**src/inc/dtc_pkg.sv**
```systemverilog
package dtc_pkg;

  // Register map, byte registers on the strobed port
  localparam logic [7:0] DTC_ADDR_CTRL = 8'h88;
  localparam logic [7:0] DTC_ADDR_MODE = 8'h89;
  localparam logic [7:0] DTC_ADDR_ZERO_LOW = 8'h8a;
  localparam logic [7:0] DTC_ADDR_ONE_LOW = 8'h8b;
  localparam logic [7:0] DTC_ADDR_ZERO_HIGH = 8'h8c;
  localparam logic [7:0] DTC_ADDR_ONE_HIGH = 8'h8d;
  localparam logic [7:0] DTC_ADDR_DIV = 8'h8e;
  localparam logic [7:0] DTC_ADDR_IRQ_EN = 8'ha8;
  localparam logic [7:0] DTC_ADDR_IRQ_PRI = 8'hb8;

  localparam logic [7:0] DTC_RESET_BYTE = 8'h00;

  // Control and flag register fields
  localparam int DTC_CTRL_ZERO_RUN = 4;
  localparam int DTC_CTRL_ZERO_FLAG = 5;
  localparam int DTC_CTRL_ONE_RUN = 6;
  localparam int DTC_CTRL_ONE_FLAG = 7;
  localparam int DTC_CTRL_EXT_MSB = 3;

  // Mode register: one nibble per timer
  localparam int DTC_MODE_ONE_LSB = 4;
  localparam int DTC_MODE_ZERO_LSB = 0;
  localparam int DTC_NIBBLE = 4;

  // Clock divider control
  localparam int DTC_DIV_ZERO_SEL = 3;
  localparam int DTC_DIV_ONE_SEL = 4;
  localparam logic [7:0] DTC_DIV_MASK = 8'h1f;

  // Interrupt enable and priority fields
  localparam int DTC_IRQ_GLOBAL = 7;
  localparam int DTC_IRQ_ONE = 3;
  localparam int DTC_IRQ_ZERO = 1;
  localparam logic [7:0] DTC_PRI_MASK = 8'h3f;

  localparam logic [7:0] DTC_VEC_ZERO = 8'h0b;
  localparam logic [7:0] DTC_VEC_ONE = 8'h1b;
  localparam logic [7:0] DTC_VEC_NONE = 8'h00;

  // Internal clock division
  localparam int DTC_DIV_SLOW = 12;
  localparam int DTC_DIV_FAST = 4;
  localparam logic [3:0] DTC_DIV_LAST = 4'(DTC_DIV_SLOW - 1);
  localparam logic [1:0] DTC_FAST_LAST = 2'(DTC_DIV_FAST - 1);

  localparam logic [4:0] DTC_PRESCALE_LAST = 5'h1f;
  localparam logic [7:0] DTC_BYTE_LAST = 8'hff;

  typedef enum logic [1:0] {
    DTC_MODE_13BIT,
    DTC_MODE_16BIT,
    DTC_MODE_RELOAD,
    DTC_MODE_SPLIT
  } dtc_mode_t;

  typedef struct packed {
    logic gate;
    logic src_sel;
    dtc_mode_t mode;
  } dtc_tmode_t;

  typedef struct packed {
    logic [7:0] high;
    logic [7:0] low;
  } dtc_count_t;

  typedef struct packed {
    dtc_count_t count;
    logic ovf;
  } dtc_step_t;

endpackage

```
**src/core/dtc_timers.sv**
```systemverilog
// Chosen here: the strobed register port.
`timescale 1ns/1ps
// Notes on behaviour
// - Internal timing counts system clock divided by 4 or by 12 per divider bit.
// - Counter mode samples count pin each clock, counts each falling transition.
// - Mode 0 feeds high byte through divide-by-32 prescaler in low five bits.
// - Mode 0 count is 13 bits; upper three low-byte bits are ignored.
// - Mode 1 cascades high and low byte into one 16-bit counter.
// - Mode 2 low byte overflow sets flag, reloads from unchanged high byte.
// - Mode 3 splits timer zero: low under own controls, high under timer one run.
// - Timer one in mode 3 holds its count.
// - With gate set, counting needs run bit and high gate pin; else run alone.
// - Count source bit picks external count pin or internal divided clock.
// - Mode register: timer one nibble in bits 7..4, timer zero in 3..0.
// - Control register: run zero bit 4, flag zero 5, run one 6, flag one 7.
// - Rollover to zero sets overflow flag; vectoring to the routine clears it.
// - Timer zero requests vector 0x0B priority 2; timer one 0x1B priority 4.
// - Software flag writes raise or cancel requests like hardware changes.
// - Request needs global enable and own enable, bit 1 zero, bit 3 one.
// - Priority bit set puts the timer interrupt in the high group.
// - Timer zero mode 3 high byte overflow sets timer one overflow flag.
module dtc_timers
(
  input wire logic clk,
  input wire logic resetn,
  input wire logic [7:0] addr,
  input wire logic [7:0] wdata,
  input wire logic wr,
  input wire logic rd,
  output logic [7:0] rdata,
  input wire logic timer_zero_count_pin,
  input wire logic timer_one_count_pin,
  input wire logic timer_zero_gate_pin,
  input wire logic timer_one_gate_pin,
  input wire logic irq_ack_zero,
  input wire logic irq_ack_one,
  output logic irq_zero_req,
  output logic irq_one_req,
  output logic irq_zero_high,
  output logic irq_one_high,
  output logic irq_valid,
  output logic [7:0] irq_vector
);

  // One counting step of a timer for a given mode
  function automatic dtc_pkg::dtc_step_t dtc_step
  (
    input dtc_pkg::dtc_mode_t mode,
    input dtc_pkg::dtc_count_t cur
  );
    dtc_pkg::dtc_step_t r;
    logic [16:0] sum;
    r.count = cur;
    r.ovf = 1'b0;
    sum = {1'b0, cur} + 17'h0_0001;
    case (mode)
      dtc_pkg::DTC_MODE_13BIT:
      begin
        // Upper low-byte bits are left alone and play no part
        r.count.low[4:0] = cur.low[4:0] + 5'h01;
        if (cur.low[4:0] == dtc_pkg::DTC_PRESCALE_LAST)
        begin
          r.count.high = cur.high + 8'h01;
          r.ovf = (cur.high == dtc_pkg::DTC_BYTE_LAST);
        end
      end
      dtc_pkg::DTC_MODE_16BIT:
      begin
        r.count = sum[15:0];
        r.ovf = sum[16];
      end
      dtc_pkg::DTC_MODE_RELOAD:
      begin
        if (cur.low == dtc_pkg::DTC_BYTE_LAST)
        begin
          r.count.low = cur.high;
          r.ovf = 1'b1;
        end
        else
        begin
          r.count.low = cur.low + 8'h01;
        end
      end
      default:
      begin
        // Split mode: the low byte alone, high byte handled elsewhere
        r.count.low = cur.low + 8'h01;
        r.ovf = (cur.low == dtc_pkg::DTC_BYTE_LAST);
      end
    endcase
    return r;
  endfunction

  // Count tick for one timer from its source and divider choice
  function automatic logic dtc_tick
  (
    input logic src_sel,
    input logic fast_sel,
    input logic fast_tick,
    input logic slow_tick,
    input logic pin_fall
  );
    logic internal_tick;
    internal_tick = fast_sel ? fast_tick : slow_tick;
    return src_sel ? pin_fall : internal_tick;
  endfunction

  logic [7:0] ctrl_reg;
  logic [7:0] mode_reg;
  logic [7:0] div_sel_reg;
  logic [7:0] irq_en_reg;
  logic [7:0] irq_pri_reg;
  dtc_pkg::dtc_count_t cnt_zero_reg;
  dtc_pkg::dtc_count_t cnt_one_reg;
  logic [3:0] div_cnt_reg;
  logic [3:0] pin_meta_reg;
  logic [3:0] pin_sync_reg;
  logic [1:0] count_prev_reg;
  logic [7:0] rdata_reg;
  logic irq_valid_reg;
  logic [7:0] irq_vector_reg;

  dtc_pkg::dtc_tmode_t tmode_zero;
  dtc_pkg::dtc_tmode_t tmode_one;
  dtc_pkg::dtc_step_t step_zero;
  dtc_pkg::dtc_step_t step_one;
  logic slow_tick;
  logic fast_tick;
  logic fall_zero;
  logic fall_one;
  logic gate_zero;
  logic gate_one;
  logic run_zero;
  logic run_one;
  logic en_zero;
  logic en_one;
  logic split_zero;
  logic inc_zero;
  logic inc_one;
  logic inc_split_high;
  logic ovf_zero;
  logic ovf_one;
  logic wr_ctrl;
  logic flag_zero_next;
  logic flag_one_next;
  logic [7:0] rd_val;
  logic [7:0] vector_next;

  assign wr_ctrl = wr && (addr == dtc_pkg::DTC_ADDR_CTRL);

  assign tmode_zero = mode_reg[dtc_pkg::DTC_MODE_ZERO_LSB +: dtc_pkg::DTC_NIBBLE];
  assign tmode_one = mode_reg[dtc_pkg::DTC_MODE_ONE_LSB +: dtc_pkg::DTC_NIBBLE];
  assign run_zero = ctrl_reg[dtc_pkg::DTC_CTRL_ZERO_RUN];
  assign run_one = ctrl_reg[dtc_pkg::DTC_CTRL_ONE_RUN];
  assign split_zero = (tmode_zero.mode == dtc_pkg::DTC_MODE_SPLIT);

  // Pins are asynchronous; two flops before anything looks at them
  always_ff @(posedge clk or negedge resetn)
  begin
    if (!resetn)
    begin
      pin_meta_reg <= 4'h0;
      pin_sync_reg <= 4'h0;
    end
    else
    begin
      pin_meta_reg <= {timer_one_gate_pin, timer_zero_gate_pin,
                       timer_one_count_pin, timer_zero_count_pin};
      pin_sync_reg <= pin_meta_reg;
    end
  end

  // Previous synchronised level of the count pins for edge detection
  always_ff @(posedge clk or negedge resetn)
  begin
    if (!resetn)
    begin
      count_prev_reg <= 2'h0;
    end
    else
    begin
      count_prev_reg <= pin_sync_reg[1:0];
    end
  end

  assign fall_zero = count_prev_reg[0] && !pin_sync_reg[0];
  assign fall_one = count_prev_reg[1] && !pin_sync_reg[1];
  assign gate_zero = pin_sync_reg[2];
  assign gate_one = pin_sync_reg[3];

  // Shared divider; the fast tick lands every fourth clock because 4 divides 12
  always_ff @(posedge clk or negedge resetn)
  begin
    if (!resetn)
    begin
      div_cnt_reg <= 4'h0;
    end
    else if (div_cnt_reg == dtc_pkg::DTC_DIV_LAST)
    begin
      div_cnt_reg <= 4'h0;
    end
    else
    begin
      div_cnt_reg <= div_cnt_reg + 4'h1;
    end
  end

  assign slow_tick = (div_cnt_reg == dtc_pkg::DTC_DIV_LAST);
  assign fast_tick = (div_cnt_reg[1:0] == dtc_pkg::DTC_FAST_LAST);

  assign en_zero = run_zero && (!tmode_zero.gate || gate_zero);
  assign en_one = run_one && (!tmode_one.gate || gate_one);

  always_comb
  begin
    step_zero = dtc_step(tmode_zero.mode, cnt_zero_reg);
    step_one = dtc_step(tmode_one.mode, cnt_one_reg);
    inc_zero = en_zero && dtc_tick(tmode_zero.src_sel, div_sel_reg[dtc_pkg::DTC_DIV_ZERO_SEL],
                                   fast_tick, slow_tick, fall_zero);
    // Split high byte is always a timer, clocked internally, run by timer one
    inc_split_high = split_zero && run_one && dtc_tick(1'b0,
                     div_sel_reg[dtc_pkg::DTC_DIV_ZERO_SEL], fast_tick, slow_tick,
                     1'b0);
    inc_one = en_one && (tmode_one.mode != dtc_pkg::DTC_MODE_SPLIT) &&
              dtc_tick(tmode_one.src_sel, div_sel_reg[dtc_pkg::DTC_DIV_ONE_SEL],
                       fast_tick, slow_tick, fall_one);
  end

  assign ovf_zero = inc_zero && step_zero.ovf;
  assign ovf_one = (inc_one && step_one.ovf) ||
                   (inc_split_high && (cnt_zero_reg.high == dtc_pkg::DTC_BYTE_LAST));

  // Timer zero count; a software write wins over a count in the same cycle
  always_ff @(posedge clk or negedge resetn)
  begin
    if (!resetn)
    begin
      cnt_zero_reg <= '0;
    end
    else
    begin
      if (wr && (addr == dtc_pkg::DTC_ADDR_ZERO_LOW))
      begin
        cnt_zero_reg.low <= wdata;
      end
      else if (inc_zero)
      begin
        cnt_zero_reg.low <= step_zero.count.low;
      end
      if (wr && (addr == dtc_pkg::DTC_ADDR_ZERO_HIGH))
      begin
        cnt_zero_reg.high <= wdata;
      end
      else if (split_zero)
      begin
        if (inc_split_high)
        begin
          cnt_zero_reg.high <= cnt_zero_reg.high + 8'h01;
        end
      end
      else if (inc_zero)
      begin
        cnt_zero_reg.high <= step_zero.count.high;
      end
    end
  end

  // Timer one count
  always_ff @(posedge clk or negedge resetn)
  begin
    if (!resetn)
    begin
      cnt_one_reg <= '0;
    end
    else
    begin
      if (wr && (addr == dtc_pkg::DTC_ADDR_ONE_LOW))
      begin
        cnt_one_reg.low <= wdata;
      end
      else if (inc_one)
      begin
        cnt_one_reg.low <= step_one.count.low;
      end
      if (wr && (addr == dtc_pkg::DTC_ADDR_ONE_HIGH))
      begin
        cnt_one_reg.high <= wdata;
      end
      else if (inc_one)
      begin
        cnt_one_reg.high <= step_one.count.high;
      end
    end
  end

  // Overflow sets win over both software and vector clears
  always_comb
  begin
    flag_zero_next = ctrl_reg[dtc_pkg::DTC_CTRL_ZERO_FLAG];
    flag_one_next = ctrl_reg[dtc_pkg::DTC_CTRL_ONE_FLAG];
    if (irq_ack_zero)
    begin
      flag_zero_next = 1'b0;
    end
    if (irq_ack_one)
    begin
      flag_one_next = 1'b0;
    end
    if (wr_ctrl)
    begin
      flag_zero_next = wdata[dtc_pkg::DTC_CTRL_ZERO_FLAG];
      flag_one_next = wdata[dtc_pkg::DTC_CTRL_ONE_FLAG];
    end
    if (ovf_zero)
    begin
      flag_zero_next = 1'b1;
    end
    if (ovf_one)
    begin
      flag_one_next = 1'b1;
    end
  end

  always_ff @(posedge clk or negedge resetn)
  begin
    if (!resetn)
    begin
      ctrl_reg <= dtc_pkg::DTC_RESET_BYTE;
    end
    else
    begin
      ctrl_reg[dtc_pkg::DTC_CTRL_ZERO_FLAG] <= flag_zero_next;
      ctrl_reg[dtc_pkg::DTC_CTRL_ONE_FLAG] <= flag_one_next;
      if (wr_ctrl)
      begin
        ctrl_reg[dtc_pkg::DTC_CTRL_ZERO_RUN] <= wdata[dtc_pkg::DTC_CTRL_ZERO_RUN];
        ctrl_reg[dtc_pkg::DTC_CTRL_ONE_RUN] <= wdata[dtc_pkg::DTC_CTRL_ONE_RUN];
        // Low nibble belongs to the external interrupt logic; held as plain storage
        ctrl_reg[dtc_pkg::DTC_CTRL_EXT_MSB:0] <= wdata[dtc_pkg::DTC_CTRL_EXT_MSB:0];
      end
    end
  end

  // Configuration registers
  always_ff @(posedge clk or negedge resetn)
  begin
    if (!resetn)
    begin
      mode_reg <= dtc_pkg::DTC_RESET_BYTE;
      div_sel_reg <= dtc_pkg::DTC_RESET_BYTE;
      irq_en_reg <= dtc_pkg::DTC_RESET_BYTE;
      irq_pri_reg <= dtc_pkg::DTC_RESET_BYTE;
    end
    else if (wr)
    begin
      case (addr)
        dtc_pkg::DTC_ADDR_MODE:
        begin
          mode_reg <= wdata;
        end
        dtc_pkg::DTC_ADDR_DIV:
        begin
          div_sel_reg <= wdata & dtc_pkg::DTC_DIV_MASK;
        end
        dtc_pkg::DTC_ADDR_IRQ_EN:
        begin
          irq_en_reg <= wdata;
        end
        dtc_pkg::DTC_ADDR_IRQ_PRI:
        begin
          irq_pri_reg <= wdata & dtc_pkg::DTC_PRI_MASK;
        end
        default:
        begin
        end
      endcase
    end
  end

  // Requests follow the flags directly, so software flag writes act at once
  assign irq_zero_req = irq_en_reg[dtc_pkg::DTC_IRQ_GLOBAL] &&
                        irq_en_reg[dtc_pkg::DTC_IRQ_ZERO] &&
                        ctrl_reg[dtc_pkg::DTC_CTRL_ZERO_FLAG];
  assign irq_one_req = irq_en_reg[dtc_pkg::DTC_IRQ_GLOBAL] &&
                       irq_en_reg[dtc_pkg::DTC_IRQ_ONE] &&
                       ctrl_reg[dtc_pkg::DTC_CTRL_ONE_FLAG];
  assign irq_zero_high = irq_pri_reg[dtc_pkg::DTC_IRQ_ZERO];
  assign irq_one_high = irq_pri_reg[dtc_pkg::DTC_IRQ_ONE];

  // High group first; inside a group timer zero (natural 2) beats timer one (4)
  always_comb
  begin
    vector_next = dtc_pkg::DTC_VEC_NONE;
    if (irq_zero_req && (irq_zero_high || !(irq_one_req && irq_one_high)))
    begin
      vector_next = dtc_pkg::DTC_VEC_ZERO;
    end
    else if (irq_one_req)
    begin
      vector_next = dtc_pkg::DTC_VEC_ONE;
    end
  end

  always_ff @(posedge clk or negedge resetn)
  begin
    if (!resetn)
    begin
      irq_valid_reg <= 1'b0;
      irq_vector_reg <= dtc_pkg::DTC_VEC_NONE;
    end
    else
    begin
      irq_valid_reg <= irq_zero_req || irq_one_req;
      irq_vector_reg <= vector_next;
    end
  end

  // Read decode; the three unused low-byte bits of mode 0 still read back as stored
  always_comb
  begin
    case (addr)
      dtc_pkg::DTC_ADDR_CTRL: rd_val = ctrl_reg;
      dtc_pkg::DTC_ADDR_MODE: rd_val = mode_reg;
      dtc_pkg::DTC_ADDR_ZERO_LOW: rd_val = cnt_zero_reg.low;
      dtc_pkg::DTC_ADDR_ONE_LOW: rd_val = cnt_one_reg.low;
      dtc_pkg::DTC_ADDR_ZERO_HIGH: rd_val = cnt_zero_reg.high;
      dtc_pkg::DTC_ADDR_ONE_HIGH: rd_val = cnt_one_reg.high;
      dtc_pkg::DTC_ADDR_DIV: rd_val = div_sel_reg;
      dtc_pkg::DTC_ADDR_IRQ_EN: rd_val = irq_en_reg;
      dtc_pkg::DTC_ADDR_IRQ_PRI: rd_val = irq_pri_reg;
      default: rd_val = 8'h00;
    endcase
  end

  // Read data stands only in the cycle after the strobe
  always_ff @(posedge clk or negedge resetn)
  begin
    if (!resetn)
    begin
      rdata_reg <= 8'h00;
    end
    else
    begin
      rdata_reg <= rd ? rd_val : 8'h00;
    end
  end

  assign rdata = rdata_reg;
  assign irq_valid = irq_valid_reg;
  assign irq_vector = irq_vector_reg;

endmodule

```
**config.mk**
```make
export PLATFORM = sky130hd
export DESIGN_NAME = dtc_timers
export DESIGN_NICKNAME = d
export VERILOG_FILES = /design/src/inc/dtc_pkg.sv /design/src/core/dtc_timers.sv
export SDC_FILE = /design/constraint.sdc
export NUM_CORES = 1
export LEC_CHECK = 0
export ABC_AREA = 1
export BUFFER_PORTS_ARGS = -buffer_cell sky130_fd_sc_hd__buf_2
export CAP_MARGIN = 20
export CORE_AREA = 2 2 102 128
export CTS_CLUSTER_SIZE = 40
export DETAILED_ROUTE_END_ITERATION = 10
export DIE_AREA = 0 0 104 130
export PLACE_DENSITY = 0.73
export SETUP_SLACK_MARGIN = 0.1
export SLEW_MARGIN = 25
export SYNTH_ARGS = -nofsm -noshare
export SYNTH_HDL_FRONTEND = slang
export SYNTH_SLANG_ARGS = --single-unit
```
**constraint.sdc**
```tcl
create_clock -name clk -period 4.6 [get_ports clk]
set_input_delay 0.92 -clock clk [delete_from_list [all_inputs] [get_ports clk]]
set_output_delay 0.92 -clock clk [all_outputs]
set_load 0.05 [all_outputs]
```
==> impl_metrics.toml, run 1 <==
[timing]
fin_crit_ns = 2.462
rsz0062_at_grt = "no"
layout_setup_ws_ns = 2.138
min_period_over_period_pct = 53.53
setup_viol = 0
worst_slew_pin_slew_ns = 0.7677
finalSetupTns_ns = 0
maxSlewViolCount = 0
max_freq_mhz = 406.1
timing.slew.headroom_pct = 48.82
hold_viol = 0
clock_skew_ns = 0.009139

[worst_hold_path]
hold_start = "pin_meta_reg[2]$_DFF_PN0_"
hold_end = "pin_sync_reg[2]$_DFF_PN0_"
hold_depth = 0
hp-class = "flip-flop to flip-flop"

[clocking]
clock-root-buffer = "clkbuf_16"
cts.hold.buffers_added = 0
clock_sinks = 92
clk_latency_ns = 0.35
clk_pin_slew_ns = 0.07
post-cts-setup-buffers = 0
cts_max_level = 3
cts_resized = 0
clock_path_buffers = 2
tritoncts = "yes"
cts_buffers = 9

[job]
drv_cap = 0

[finish]
final_nets = 924
final_cells = 1055
diodes = 0
stdcell_area_sq_um = 6626
fillCellCount = 1218
area_delta_synth_final_pct = 10.13
layout-drive-gt1-share_pct = 13.19

[yosys]
yosysMostFrequentCell = "nand2_1"
async_flop_share_pct = 100.0
synth_largest_area_cell = "dfrtp_1"
synth-edff-count = 0
avgSynthCellArea_sq_um = 7.121
synth_ff_type = "dfrtp_1"
synth_common_cells = "262 x nand2_1, 120 x nand3_1, 92 x dfrtp_1"
syn_area_sq_um = 6017
netlist_instances = 845
ys_ff_latch = 92
yosys.area.top_type_share_pct = 38.26
ys_warn_count = 0
ys_seq_area_share_pct = 38.26
ys_types = 38
ys_top_cells_by_area = "dfrtp_1 38%, nand2_1 16%, nand3_1 10%"

[global_route]
antenna_found_initial = 0
grt_first_pass_wirelength_microns = 27390
grt_max_degree = 62
grt_pass1_vias = 5129
global_route.usage.total_pct = 26.35
grt-ovfl-total = 0

[power_and_ir_drop]
clkPwrFrac_pct = 40.6
leakagePower_nw = 3.293
ir_worst_vdd_v = 0.0001818
p_comb_share_pct = 11.9
internal-power_mw = 1.346
switchingPower_mw = 0.5513
pwr-share-seq_pct = 47.5
power_density_nw_per_um2 = 286.3
swShare_pct = 29.06
totalPowerFinal_mw = 1.897

[placed_design]
pre_cts_ws_ns = 2.092
dp.cells = 1039
portBuffers = 42
dp_hpwl_microns = 13240
place_congestion = 0.9731
dpl_cell_area_sq_um = 6319

[worst_setup_path]
path_cells = "inv_1 > nor3_1 > buf_2"
worstSetupPathType = "flip-flop to output pin"
slowest_stage = "nor3_1"
required_ns = 3.68
r2r_setup_slack_ns = 2.46
path_max_fanout = 4
cpPeakStageDelay_ns = 0.40
r2r-end = "cnt_one_reg[13]$_DFFE_PN0P_"
worst_setup_path_end_kind = "output pin"
reg2reg_depth = 8
cp-start-kind = "flip-flop"
rr_startpoint = "mode_reg[5]$_DFFE_PN0P_"
worstPathArrival_ns = 1.54

[outcome]
status = "finished clean"

[route]
drt_wl_total_microns = 17520
wire_per_inst_microns = 16.60
route.detailed.drc = 0
ant_nets = 0
dr_total_vias = 5698
first_iter_violations = 479
first_pass_iters = 5
viasPerCell = 5.401

[floorplanning]
io_pins = 47
core_sq_um = 12430
die_w_microns = 104
die_area_sq_um = 13520
num_rows = 46
die_h_microns = 130
start_util_pct = 48.40
worst max-delay path by stage:
stage,start,end,cells after the start
floorplan,ctrl_reg[5]$_DFFE_PN0P_,irq_zero_req,2
global placement,addr[4],cnt_zero_reg[11]$_DFFE_PN0P_,9
detailed placement,addr[4],cnt_zero_reg[11]$_DFFE_PN0P_,9
CTS,ctrl_reg[5]$_DFFE_PN0P_,irq_zero_req,3
global route,ctrl_reg[5]$_DFFE_PN0P_,irq_zero_req,3
finish,ctrl_reg[5]$_DFFE_PN0P_,irq_zero_req,3
per-layer routing:
layer / vias up / global-route usage [%] / part of all wire [%]
met4: 0 / 14.86 / 5.5
li1: 2810 / - / -
met1: 2626 / 34.29 / 43
met5: - / 0 / 0
met2: 208 / 43.03 / 47
met3: 54 / 3.247 / 5.2
cell families after synthesis:
family          after synthesis  synth area share (%)
fa+ha+maj                    16                 3.327
flops                        92                 38.26
compound gates              104                 9.649
other cells                   1               0.06232
buf+inv                     120                 8.650
xor+xnor                      9                 1.310
simple gates                503                 38.74
cell usage in the layout (no fill, tap or decap), types with 5 or more instances in the layout:
master     count
nor2_1        60
ha_1          16
o211ai_1       5
o21ai_2        6
xor2_1         9
clkbuf_16      9
inv_1         87
o21ai_0       21
nor2_4         9
nand4_1        9
inv_2         11
buf_2         41
nand3_1      120
o22ai_1        6
nor3_1         9
nand2_1      262
nand2_2        9
a21oi_1       19
o21ai_1       41
dfrtp_1       92
metrics by stage:
stage	util (%)	hold slack [ns]
after floorplan	-	0.3312
after global placement	50.83	0.3324
after detailed placement	50.83	0.3347
after CTS	53.30	0.3509
after global routing	53.30	0.3623
final	53.30	0.3497
worst max-delay path: cells and delay by family (launching register included):
kind,cells,cell delay [ns]
buf+inv,2,0.43
simple gates,1,0.40
flops,1,0.36
power groups by stage:
stage                     combinational, mW  sequential [mW]  clock, mW
after floorplan                       0.151            0.896          0
after global placement                0.222            0.915          0
after detailed placement              0.224            0.915          0
after CTS                             0.225            0.900      0.785
after global routing                  0.255            0.907      0.822
final                                 0.226            0.902      0.769
final cells by class:
| class | count | area (sq um) | share of cell area [%] |
|---|---|---|---|
| Tap cell | 168 | 210.2 | 3.172 |
| Timing Repair Buffer | 43 | 220.2 | 3.323 |
| Sequential cell | 92 | 2302 | 34.74 |
| Clock inverter | 7 | 82.58 | 1.246 |
| Multi-Input combinational cell | 636 | 3206 | 48.38 |
| Inverter | 100 | 380.4 | 5.740 |
| Clock buffer | 9 | 225.2 | 3.399 |
(Power assumes the default switching activity.)
==> inputs of run 2 (changes only) <==
==> constraint.sdc (replaced) <==
create_clock -name clk -period 2.4 [get_ports clk]
set_input_delay 0.48 -clock clk [delete_from_list [all_inputs] [get_ports clk]]
set_output_delay 0.48 -clock clk [all_outputs]
set_load 0.05 [all_outputs]
==> run 2 against run 1 <==
Compared with the run above:
- critical path depth did not move
- sequential power rose by 91%
- register-to-register slack got worse by 2.0 ns
- hold slack got worse by 0.26 ns
- flip-flop and latch count did not move
- clock skew rose by 0.0049 ns
- routed wire length rose by 3.7%
- total power rose by 100%
- final cell count rose by 0.38%
- utilization rose by 0.61 points
- die area did not move
- global-route usage rose by 0.73 points
- critical path type unchanged
- largest cell class unchanged
- largest power group unchanged
==> impl_metrics.toml, run 2 (synthesized netlist as in run 1, its figures left out) <==
[outcome]
status = "finished clean"

[finish]
diodes = 0
most-common-layout-cells = "262 x nand2_1, 120 x nand3_1, 92 x dfrtp_1, 87 x inv_1, 60 x nor2_1"
area_delta_synth_final_pct = 11.40
fin_util_pct = 53.92
final_nets = 928
layout_commonest_cell = "nand2_1"
final_cells = 1059
layout-drive-gt1-share_pct = 13.58

[timing]
fin_crit_ns = 2.089
timing.slew.headroom_pct = 59.93
finalSetupTns_ns = 0
min_period_over_period_pct = 87.05
setup_viol = 0
holdWs_ns = 0.08837
worst_slew_pin_slew_ns = 0.6004
clock_skew_ns = 0.01404
max_freq_mhz = 478.7
hold_viol = 0
maxSlewViolCount = 0
rsz0062_at_grt = "no"

[floorplanning]
die_w_microns = 104
num_rows = 46
io_pins = 47
die_h_microns = 130
die_area_sq_um = 13520
core_sq_um = 12430
start_util_pct = 48.40

[worst_setup_path]
worstPathArrival_ns = 1.61
worstSetupEndpoint = "irq_zero_req"
r2r_setup_slack_ns = 0.43
reg2reg_depth = 10
rr_startpoint = "cnt_zero_reg[0]$_DFFE_PN0P_"
worstSetupPathType = "flip-flop to output pin"
worst_setup_path_end_kind = "output pin"
r2r-end = "cnt_zero_reg[9]$_DFFE_PN0P_"
path_max_fanout = 4
cp-start-kind = "flip-flop"
required_ns = 1.92
startpoint = "ctrl_reg[5]$_DFFE_PN0P_"

[route]
drt_wl_total_microns = 18170
first_pass_iters = 8
dr_total_vias = 5726
wire_per_inst_microns = 17.16
first_iter_violations = 428
ant_nets = 0
viasPerCell = 5.407
route.detailed.drc = 0

[power_and_ir_drop]
leakagePower_nw = 3.332
power_density_nw_per_um2 = 569.2
ir_worst_vdd_v = 0.0003197

[clocking]
clock_sinks = 92
cts_max_level = 3
tritoncts = "yes"
cts.hold.buffers_added = 0
cts_resized = 0
clk_latency_ns = 0.36
clock-root-buffer = "clkbuf_16"
post-cts-setup-buffers = 0
cts_buffers = 9
clock_path_buffers = 2
clk_pin_slew_ns = 0.08

[global_route]
grt_first_pass_wirelength_microns = 28260
global_route.usage.total_pct = 27.08
antenna_found_initial = 0
grt_max_degree = 56
grt_pass1_vias = 5293
grt-ovfl-total = 0

[placed_design]
dp.cells = 1043
dp_hpwl_microns = 13590
portBuffers = 42
place_congestion = 0.9694

[worst_hold_path]
hp-class = "primary input to async pin"

[job]
drv_cap = 0
==> run 2: area by class of cell <==
cell class              count  area (sq um)
clock buffers              10         239.0
clock inverters             6         102.6
fillers                  1274          5729
inverters                 100         380.4
multi-input cells         636          3206
flip-flops and latches     92          2302
well taps                 168         210.2
repair buffers             47         262.8
==> run 2: worst min-delay path by stage <==
stage	end	cells past startpoint	start	slack [ns]
after floorplan	cnt_one_reg[0]$_DFFE_PN0P_	0	resetn	0.18
after global placement	pin_sync_reg[3]$_DFF_PN0_	0	pin_meta_reg[3]$_DFF_PN0_	0.33
after detailed placement	pin_sync_reg[0]$_DFF_PN0_	0	pin_meta_reg[0]$_DFF_PN0_	0.33
after CTS	cnt_zero_reg[8]$_DFFE_PN0P_	1	resetn	0.11
after global routing	cnt_zero_reg[5]$_DFFE_PN0P_	1	resetn	0.13
final	cnt_zero_reg[8]$_DFFE_PN0P_	1	resetn	0.09
==> run 2: report_power, final <==
part	switching [mW]	leakage (nW)	internal (mW)
clock network	0.676	0.167	0.963
logic	0.314	1.94	0.144
registers	0.0980	1.23	1.62
total	1.09	3.33	2.73
==> run 2: per-layer routing <==
layer  up-vias  track usage, %  wire [microns]
met4         0           15.74            1131
li1       2808               -               -
met1      2629           33.58            7506
met2       219           45.98            8371
met5         -               0               0
met3        70           3.397            1164
==> run 2: through the flow <==
step	worst slack [ns]	power [mW]	instance area, sq um
after detailed placement	0.4090	2.194	6361
after CTS	0.3661	3.818	6703
after global routing	0.2608	3.956	6703
after floorplan	0.3573	2.007	6028
after global placement	0.4154	2.190	6361
final	0.3108	3.815	6703
==> run 2: critical path, cell delays in order, from the launching register on <==
cell     delay (ns)
dfrtp_1        0.37
inv_1          0.08
nor3_1         0.44
buf_2          0.36
